**src/rtl/pdhs_pkg.sv**
```systemverilog
// Package: constants and carrier types of the host-bus slave port
// Notes on behaviour
// - Slave runs at standard and fast rates on open-drain clock and data.
// - Data falling while clock high is a start; begin address byte.
// - First byte after start is address, MSB first, last bit direction.
// - Matching address byte is acknowledged by pulling data low.
// - One data bit moves per clock pulse.
// - Data changing while clock high is start or stop, never data.
// - Data rising while clock high is a stop; transaction ends.
// - Any number of bytes; each eight-bit byte has one acknowledge bit.
// - Transmitter releases data before ack; acknowledger holds low.
// - In a write, the device acknowledges every received byte.
// - After a read not-acknowledge, device releases the data line.
// - Device may hold clock low around a byte until ready.
// - After boot each port answers its own strap-selected address.
// - In boot loader state only the port A address is acknowledged; a CFG_ADDRESSED port still acks both of its addresses.
// - Second slave port takes addresses from application configuration.
// - A sub-address byte selects the command item that follows.
package pdhs_pkg;
	localparam logic [3:0] PDHS_ADDR_PREFIX = 4'h4;
	localparam int PDHS_ADDR_PREFIX_MSB = 7;
	localparam int PDHS_ADDR_PORT_BIT = 3;
	localparam int PDHS_ADDR_INDEX_LSB = 1;
	localparam int PDHS_BYTE_BITS = 8;
	localparam int PDHS_FILTER_LEN = 3;
	localparam logic [1:0] PDHS_INDEX_RESET = 2'h0;
	// Stretch release time before SCL is let go (ns) and in cycles
	localparam int PDHS_CLK_NS = 10;
	localparam int PDHS_SETUP_NS = 250;
	localparam int PDHS_SETUP_CYC = (PDHS_SETUP_NS + PDHS_CLK_NS - 1) /
		PDHS_CLK_NS;

	typedef enum logic [2:0] {
		PDHS_IDLE = 3'b000,
		PDHS_ADDR = 3'b001,
		PDHS_AACK = 3'b011,
		PDHS_RX = 3'b010,
		PDHS_TX = 3'b110,
		PDHS_TACK = 3'b111,
		PDHS_IGNORE = 3'b101
	} pdhs_state_t;

	// Received byte passed to the command layer
	typedef struct packed {
		logic port_b;
		logic first;
		logic [7:0] data;
	} pdhs_word_t;
endpackage : pdhs_pkg

```
**src/rtl/pdhs_buf2.sv**
```systemverilog
// Two-entry valid/ready buffer
`timescale 1ns/1ps
`default_nettype none
module pdhs_buf2
	import pdhs_pkg::*;
#(
	parameter int WIDTH = 10
) (
	// Clock and reset
	input wire logic sys_clk,
	input wire logic rstn,
	// Fill side
	input wire logic in_valid,
	output logic in_ready,
	input wire logic [WIDTH-1:0] in_data,
	// Drain side
	output logic out_valid,
	input wire logic out_ready,
	output logic [WIDTH-1:0] out_data
);
	logic [WIDTH-1:0] mem [2];
	logic wr_ptr;
	logic rd_ptr;
	logic [1:0] count;
	logic push;
	logic pop;

	assign in_ready = (count != 2'h2);
	assign out_valid = (count != 2'h0);
	assign out_data = mem[rd_ptr];
	assign push = in_valid && in_ready;
	assign pop = out_valid && out_ready;

	always_ff @(posedge sys_clk or negedge rstn) begin
		if (!rstn) begin
			mem[0] <= '0;
			mem[1] <= '0;
		end else if (push) begin
			mem[wr_ptr] <= in_data;
		end
	end

	always_ff @(posedge sys_clk or negedge rstn) begin
		if (!rstn) begin
			wr_ptr <= 1'b0;
			rd_ptr <= 1'b0;
			count <= 2'h0;
		end else begin
			if (push)
				wr_ptr <= ~wr_ptr;
			if (pop)
				rd_ptr <= ~rd_ptr;
			if (push && !pop)
				count <= count + 2'h1;
			else if (pop && !push)
				count <= count - 2'h1;
		end
	end
endmodule : pdhs_buf2
`default_nettype wire

```
**src/rtl/pdhs_slave.sv**
```systemverilog
// Host-bus I2C slave port with strap-selected per-port addresses
`timescale 1ns/1ps
`default_nettype none
module pdhs_slave
	import pdhs_pkg::*;
#(
	parameter int FILTER_LEN = PDHS_FILTER_LEN,
	// Set for the second slave port, whose two addresses come from the
	// loaded application configuration instead of the straps
	parameter bit CFG_ADDRESSED = 1'b0,
	parameter logic [6:0] CFG_ADDR_A = 7'h00,
	parameter logic [6:0] CFG_ADDR_B = 7'h01
) (
	// Clock and reset
	input wire logic sys_clk,
	input wire logic rstn,
	// Host bus pins, open drain
	input wire logic host_port_clock_pin_in,
	output logic host_port_clock_pin_out,
	output logic host_port_clock_pin_oe_n,
	input wire logic host_port_data_pin_in,
	output logic host_port_data_pin_out,
	output logic host_port_data_pin_oe_n,
	// Mode and address selection
	input wire logic boot_loader_state,
	input wire logic [1:0] strap_index,
	// Received bytes toward the command layer
	output logic rx_valid,
	input wire logic rx_ready,
	output pdhs_word_t rx_word,
	// Bytes to send for reads
	input wire logic tx_valid,
	output logic tx_ready,
	input wire logic [7:0] tx_data,
	// Status
	output logic busy,
	output logic stop_seen
);
	// ------------------------------------------------------------
	// Line synchronisers and de-glitch filters
	// ------------------------------------------------------------
	logic [1:0] scl_sync;
	logic [1:0] sda_sync;
	logic [FILTER_LEN-1:0] scl_hist;
	logic [FILTER_LEN-1:0] sda_hist;
	logic scl;
	logic sda;
	logic scl_d;
	logic sda_d;
	// Pins pass two flops before anything else reads them

	always_ff @(posedge sys_clk or negedge rstn) begin
		if (!rstn) begin
			scl_sync <= 2'h3;
			sda_sync <= 2'h3;
		end else begin
			scl_sync <= {scl_sync[0], host_port_clock_pin_in};
			sda_sync <= {sda_sync[0], host_port_data_pin_in};
		end
	end

	// Only a level stable for the whole window moves the filtered line
	always_ff @(posedge sys_clk or negedge rstn) begin
		if (!rstn) begin
			scl_hist <= '1;
			sda_hist <= '1;
			scl <= 1'b1;
			sda <= 1'b1;
		end else begin
			scl_hist <= {scl_hist[FILTER_LEN-2:0], scl_sync[1]};
			sda_hist <= {sda_hist[FILTER_LEN-2:0], sda_sync[1]};
			if (&scl_hist)
				scl <= 1'b1;
			else if (~|scl_hist)
				scl <= 1'b0;
			if (&sda_hist)
				sda <= 1'b1;
			else if (~|sda_hist)
				sda <= 1'b0;
		end
	end

	always_ff @(posedge sys_clk or negedge rstn) begin
		if (!rstn) begin
			scl_d <= 1'b1;
			sda_d <= 1'b1;
		end else begin
			scl_d <= scl;
			sda_d <= sda;
		end
	end

	// ------------------------------------------------------------
	// Bus conditions
	// ------------------------------------------------------------
	logic start_det;
	logic stop_det;
	logic scl_rise;
	logic scl_fall;
	// Both lines pass the same delay, so their order is kept

	assign start_det = scl && scl_d && sda_d && !sda;
	assign stop_det = scl && scl_d && !sda_d && sda;
	// Sample data only on clock edges, so changes during high are control
	assign scl_rise = scl && !scl_d;
	assign scl_fall = !scl && scl_d;

	// ------------------------------------------------------------
	// Address decode
	// ------------------------------------------------------------
	logic [7:0] shreg;
	logic addr_match;
	logic addr_port_b;
	logic strap_match;
	logic cfg_match_a;
	logic cfg_match_b;

	// Strap decode: fixed prefix, port bit and the strap-selected index
	assign strap_match =
		(shreg[PDHS_ADDR_PREFIX_MSB -: 4] == PDHS_ADDR_PREFIX) &&
		(shreg[PDHS_ADDR_INDEX_LSB +: 2] == strap_index);
	assign cfg_match_a = (shreg[7:1] == CFG_ADDR_A);
	assign cfg_match_b = (shreg[7:1] == CFG_ADDR_B);

	always_comb begin
		if (CFG_ADDRESSED) begin
			addr_port_b = cfg_match_b;
			addr_match = cfg_match_a || cfg_match_b;
		end else begin
			addr_port_b = shreg[PDHS_ADDR_PORT_BIT];
			addr_match = strap_match;
			// Port B only exists once the application has started
			if (addr_port_b && boot_loader_state)
				addr_match = 1'b0;
		end
	end

	// ------------------------------------------------------------
	// Bit engine
	// ------------------------------------------------------------
	pdhs_state_t state;
	pdhs_state_t next_state;
	logic [3:0] bit_cnt;
	logic read_dir;
	logic port_b;
	logic first_byte;
	logic master_nack;
	logic sda_low;
	logic push_pending;
	logic buf_in_ready;

	// Byte boundary: eighth bit sampled on a rising clock edge
	logic byte_done;
	assign byte_done = scl_rise && (bit_cnt == 4'(PDHS_BYTE_BITS - 1));

	always_comb begin
		next_state = state;
		if (stop_det)
			next_state = PDHS_IDLE;
		else if (start_det)
			next_state = PDHS_ADDR;
		else begin
			case (state)
				PDHS_ADDR: begin
					if (scl_fall && bit_cnt == 4'(PDHS_BYTE_BITS))
						next_state = addr_match ? PDHS_AACK
							: PDHS_IGNORE;
				end
				PDHS_AACK: begin
					if (scl_fall)
						next_state = read_dir ? PDHS_TX : PDHS_RX;
				end
				PDHS_RX: begin
					if (scl_fall && bit_cnt == 4'(PDHS_BYTE_BITS))
						next_state = PDHS_AACK;
				end
				PDHS_TX: begin
					if (scl_fall && bit_cnt == 4'(PDHS_BYTE_BITS))
						next_state = PDHS_TACK;
				end
				PDHS_TACK: begin
					if (scl_fall)
						next_state = master_nack ? PDHS_IGNORE
							: PDHS_TX;
				end
				default: next_state = state;
			endcase
		end
	end

	always_ff @(posedge sys_clk or negedge rstn) begin
		if (!rstn)
			state <= PDHS_IDLE;
		else
			state <= next_state;
	end

	// Bit counter and shift register
	// Send bits shift on the fall, so the next one is set while SCL is low
	always_ff @(posedge sys_clk or negedge rstn) begin
		if (!rstn) begin
			bit_cnt <= 4'h0;
			shreg <= 8'h00;
		end else if (start_det || (scl_fall &&
				bit_cnt == 4'(PDHS_BYTE_BITS))) begin
			bit_cnt <= 4'h0;
			if (state == PDHS_AACK && read_dir && scl_fall)
				shreg <= tx_data;
			else if (state == PDHS_TACK && scl_fall)
				shreg <= tx_data;
		end else if (scl_rise && (state == PDHS_ADDR ||
				state == PDHS_RX || state == PDHS_TX)) begin
			bit_cnt <= bit_cnt + 4'h1;
			if (state != PDHS_TX)
				shreg <= {shreg[6:0], sda};
		end else if (scl_fall && state == PDHS_TX && bit_cnt != 4'h0) begin
			shreg <= {shreg[6:0], 1'b0};
		end else if (scl_fall && (state == PDHS_AACK ||
				state == PDHS_TACK)) begin
			if (next_state == PDHS_TX)
				shreg <= tx_data;
		end
	end

	// Transaction attributes
	// Direction and port are fixed by the address byte alone
	always_ff @(posedge sys_clk or negedge rstn) begin
		if (!rstn) begin
			read_dir <= 1'b0;
			port_b <= 1'b0;
			first_byte <= 1'b0;
			master_nack <= 1'b0;
		end else begin
			if (state == PDHS_ADDR && scl_fall &&
					bit_cnt == 4'(PDHS_BYTE_BITS)) begin
				read_dir <= shreg[0];
				port_b <= addr_port_b;
				first_byte <= 1'b1;
			end else if (state == PDHS_RX && scl_fall &&
					bit_cnt == 4'(PDHS_BYTE_BITS)) begin
				first_byte <= 1'b0;
			end
			if (state == PDHS_TACK && scl_rise)
				master_nack <= sda;
		end
	end

	// ------------------------------------------------------------
	// Receive path into the buffer
	// ------------------------------------------------------------
	pdhs_word_t push_word;
	// A word the full buffer cannot take waits here; the ack slot is
	// stretched meanwhile, so no later byte can overwrite it

	always_ff @(posedge sys_clk or negedge rstn) begin
		if (!rstn) begin
			push_pending <= 1'b0;
			push_word <= '0;
		end else if (state == PDHS_RX && byte_done) begin
			push_pending <= 1'b1;
			// First byte after the address is the sub-address item
			push_word <= '{port_b: port_b, first: first_byte,
				data: {shreg[6:0], sda}};
		end else if (buf_in_ready) begin
			push_pending <= 1'b0;
		end
	end

	pdhs_buf2 #(
		.WIDTH($bits(pdhs_word_t))
	) u_buf (
		.sys_clk(sys_clk),
		.rstn(rstn),
		.in_valid(push_pending),
		.in_ready(buf_in_ready),
		.in_data(push_word),
		.out_valid(rx_valid),
		.out_ready(rx_ready),
		.out_data(rx_word)
	);

	// ------------------------------------------------------------
	// Clock stretching
	// ------------------------------------------------------------
	logic [7:0] setup_cnt;
	logic stall;
	logic stretch;
	// Stretch only once the line is already low, never cutting a high

	// Hold SCL low in a write ack slot while a byte cannot be taken, or before the first read bit while none is given
	assign stall = (state == PDHS_AACK && !read_dir && push_pending &&
		!buf_in_ready) || (state == PDHS_TX && bit_cnt == 4'h0 &&
		!tx_valid);

	always_ff @(posedge sys_clk or negedge rstn) begin
		if (!rstn) begin
			stretch <= 1'b0;
			setup_cnt <= 8'h00;
		end else if (stall && !scl) begin
			stretch <= 1'b1;
			setup_cnt <= 8'(PDHS_SETUP_CYC);
		end else if (setup_cnt != 8'h00) begin
			// Keep data settled before the master sees SCL again
			setup_cnt <= setup_cnt - 8'h01;
		end else begin
			stretch <= 1'b0;
		end
	end

	// The read byte is handed over on the fall that leaves an ack slot,
	// so the sender sees one load pulse per byte
	assign tx_ready = (state == PDHS_AACK || state == PDHS_TACK) &&
		scl_fall && next_state == PDHS_TX;

	// ------------------------------------------------------------
	// Pin drivers, open drain: enable low means drive low
	// ------------------------------------------------------------
	logic next_sda_low;

	// The eighth bit must stand through its whole high phase: letting go
	// early would show the master a stop
	always_comb begin
		next_sda_low = 1'b0;
		if (next_state == PDHS_AACK)
			next_sda_low = 1'b1;
		else if (next_state == PDHS_TX && state != PDHS_TX)
			next_sda_low = !tx_data[7];
		else if (next_state == PDHS_TX)
			next_sda_low = !shreg[7];
	end

	always_ff @(posedge sys_clk or negedge rstn) begin
		if (!rstn)
			sda_low <= 1'b0;
		else
			sda_low <= next_sda_low;
	end

	assign host_port_data_pin_out = 1'b0;
	assign host_port_data_pin_oe_n = !sda_low;
	assign host_port_clock_pin_out = 1'b0;
	assign host_port_clock_pin_oe_n = !stretch;
	assign busy = (state != PDHS_IDLE);
	assign stop_seen = stop_det;
endmodule : pdhs_slave
`default_nettype wire

```
**config.mk**
```make
export PLATFORM = sky130hd
export DESIGN_NAME = pdhs_slave
export DESIGN_NICKNAME = d
export VERILOG_FILES = /design/src/rtl/pdhs_pkg.sv /design/src/rtl/pdhs_buf2.sv /design/src/rtl/pdhs_slave.sv
export SDC_FILE = /design/constraint.sdc
export NUM_CORES = 1
export LEC_CHECK = 0
export ABC_AREA = 1
export ABC_CLOCK_PERIOD_IN_PS = 3800
export BUFFER_PORTS_ARGS = -buffer_cell sky130_fd_sc_hd__clkbuf_2
export CORE_ASPECT_RATIO = 0.75
export CORE_MARGIN = 4
export CORE_UTILIZATION = 55
export CTS_CLUSTER_DIAMETER = 150
export DETAILED_ROUTE_END_ITERATION = 8
export PLACE_DENSITY = 0.75
export SLEW_MARGIN = 20
export SYNTH_ARGS = -nofsm -noshare
export SYNTH_HDL_FRONTEND = slang
export SYNTH_SLANG_ARGS = --single-unit
```
**constraint.sdc**
```tcl
create_clock -name sys_clk -period 3.8 [get_ports sys_clk]
set_clock_uncertainty 0.05 [all_clocks]
set_input_delay 0.95 -clock sys_clk [delete_from_list [all_inputs] [get_ports sys_clk]]
set_output_delay 0.95 -clock sys_clk [all_outputs]
set_load 0.005 [all_outputs]
```
==> run metrics <==
Pwr Total 2.350 mW; largest family of logic cells by synthesized area simple AND/OR/NAND/NOR gates; CP cell instances inv_1 -> ha_1 -> nand3_1 -> nor2_4 -> nand2_2 -> inv_2 -> nand2_1 -> nand2_1 -> nand2_2 -> nor2_2 -> nand3_2 -> inv_1 -> clkbuf_2; DRC violations left 0; r2r setup slk 1.72 ns; leakage 2.095 nW; slowest stage delay, CP 0.44 ns; Netlist Area Pre-Place 0.003661 sq mm; CTS sink cnt 78; clock buffer count from CTS 9; Power Density 573.5 mW/mm^2; total track usage 19.47%; Hold Vio Cnt, Final 0; HP Class flop to flop; routed wire length 6893 microns; Seq/Total Area, Yosys 53.79%; post-route ant nets 0; drt initial violations 174; Mean Syn Cell Area 8.246 sq um; Worst-path clk slew 0.08 ns; crit end category output port; diodes inserted 0; worst r2r dst shreg[0]; Wirelength per Cell 12.24 microns; Max FO, Critical Path 7; warnings from Yosys 0; I/O Pins 35; actual slew at the worst max-slew pin 0.9392 ns; Top FF cell, synth dfrtp_1; Peak VDD IR 426.5 uV; largest net degree at the start of global routing 79; CTS Hold Bufs 0; commonest non-fill, non-tap cell in the layout nand2_1; NumNets Final 499; top cells by area, synth dfrtp_1, nand2_1, dfstp_2; CP Launch Type flop; CP top delay family simple AND/OR/NAND/NOR gates; Critical Path RT 2.80 ns; Filler cells 568; Compound-Gate Fraction of Synth Area 9.740%; critical path's slowest cell dfrtp_1; Mapped Cells 444; synth unique cells 37; Setup CP Type flop to output port; Final Critical Period 3.087 ns; TNS Setup 0 ns; final count of negative-setup-slack endpoints 0; area leader, netlist dfrtp_1; Post-Synth Adder-Cell Area 1.709%; Finished Cell Area 0.004098 sq mm; Clk Tree Root Cell clkbuf_8; CTS tree yes; crit path DAT 2.09 ns; buffers and inverters on the worst path 4; max-cap viol count 0; First-pass DRT Iterations 4; Yosys top cell area share 43.75%; Clock Latency Late Sink 0.34 ns; outcome finished clean; initial antenna violation count 0; share of cells above drive strength 1 19.09%; EDFF count, synth 0; most frequent cells in the layout nand2_1, dfrtp_1, inv_1, o21ai_0, nor2_1; total gr overflow 0; total number of vias 2,843; P&R area growth vs syn 11.93%; placed cell areas 0.003871 sq mm; Initial Utilization 57.37%; Port-buffer cells 32; Hold Crit Start scl_sync[0]; RSZ-0062 raised after global routing false; fmax 324.0 MHz; Hold EP scl_sync[1]; Die Wd 102.2 microns; fin crit share 81.23%; relative max-transition margin 37.39%; DR vias/cell 5.050; Yosys reg bits 78; vias in the first global route 2,686; DP HPWL 4898 microns; Async SR Flop Fraction 100.0%; XOR/XNOR share of the synthesized area 0.7177%; worst r2r src bit_cnt[0]; fin. max-slew vios 0; DIE AREA 0.008039 sq mm; mux contribution to synthesized area 0.6152%; CTS resizes 0; worst-case clock buffer depth 2; R2R depth 15; first-pass GRT wire length 12,280 microns; hold depth 0; FP Rows 25; core area 0.006381 sq mm; H-tree Lvls 3; Die Y-Extent 78.66 microns; routability congestion estimate 0.8641; Synth Area in Simple Gates 25.39%; # Post-CTS Setup Buffers 0
==> worst max path at each step <==
stage,startpoint,end,cells past startpoint
floorplan,strap_index[1],tx_ready,10
global placement,strap_index[0],tx_ready,12
detailed placement,strap_index[1],tx_ready,12
CTS,bit_cnt[0],tx_ready,13
global route,bit_cnt[0],tx_ready,13
finish,bit_cnt[0],tx_ready,13
==> sequential cells by signal, summed over array words and instances (netlist names), 2 cells and up <==
| signal | flops |
|---|---|
| shreg | 8 |
| u_buf.count | 2 |
| scl_sync | 2 |
| push_word | 10 |
| state | 3 |
| scl_hist | 3 |
| setup_cnt | 8 |
| sda_sync | 2 |
| sda_hist | 3 |
| bit_cnt | 4 |
| u_buf.mem | 20 |
==> cell families (layout without fill, tap and decap cells) <==
family / after synthesis / in the layout
and+or+nand+nor: 217 / 217
DFF: 78 / 78
buffers and inverters: 73 / 110
AOI/OAI and AO/OA: 65 / 65
adders and majority gates: 5 / 5
xor gates and xnor gates: 3 / 3
muxes: 2 / 2
other: 1 / 2
==> routing by layer <==
layer / track usage, % / vias to the layer above / part of all wire, %
met5: 0 / - / 0
met4: 5.505 / 0 / 0.96
met3: 6.039 / 8 / 5.9
met2: 28.73 / 71 / 44
met1: 27.81 / 1314 / 49
li1: - / 1450 / -
==> through the flow <==
stage          cells  util, %  worst slack, ns  hold slack [ns]
2_1_floorplan    445        -            1.137           0.2952
3_3_place_gp     547    60.67           0.8682           0.2961
3_5_place_dp     547    60.67           0.8024           0.2968
4_1_cts          563    64.22           0.6977           0.3075
5_1_grt          563    64.22           0.4525           0.3127
6_report         563    64.22           0.7132           0.3086
==> worst reg2reg max path, delay by kind of cell, from the launching register on <==
kind,cells,cell delay [ns]
DFF,1,0.44
and+or+nand+nor,12,1.16
buffers and inverters,2,0.14
adders and majority gates,1,0.17
==> area by class of cell <==
class	count	area, sq um	share of cell area (%)
Multi-Input combinational cell	294	1405	34.29
Sequential cell	78	1969	48.06
Clock buffer	9	123.9	3.023
Inverter	62	232.7	5.679
Tap cell	81	101.3	2.473
Clock inverter	7	102.6	2.504
Timing Repair Buffer	32	162.7	3.969
==> power by group <==
| group | total [mW] | leakage, nW | internal, mW | switching [mW] |
|---|---|---|---|---|
| combinational | 0.545 | 0.984 | 0.187 | 0.358 |
| sequential | 1.11 | 1.00 | 0.976 | 0.133 |
| clock | 0.696 | 0.111 | 0.379 | 0.317 |
==> Yosys cell counts (all sizes together) (2+ instances only) <==
cell type and instances:
nor2 42, xor2 2, o21ai 45, clkbuf 7
nand2 140, a21oi 14, ha 5, nand3 27
buf 4, nor3 5, dfstp 14, inv 61
mux2 2, dfrtp 64
Power figures use the tool's default switching activity.
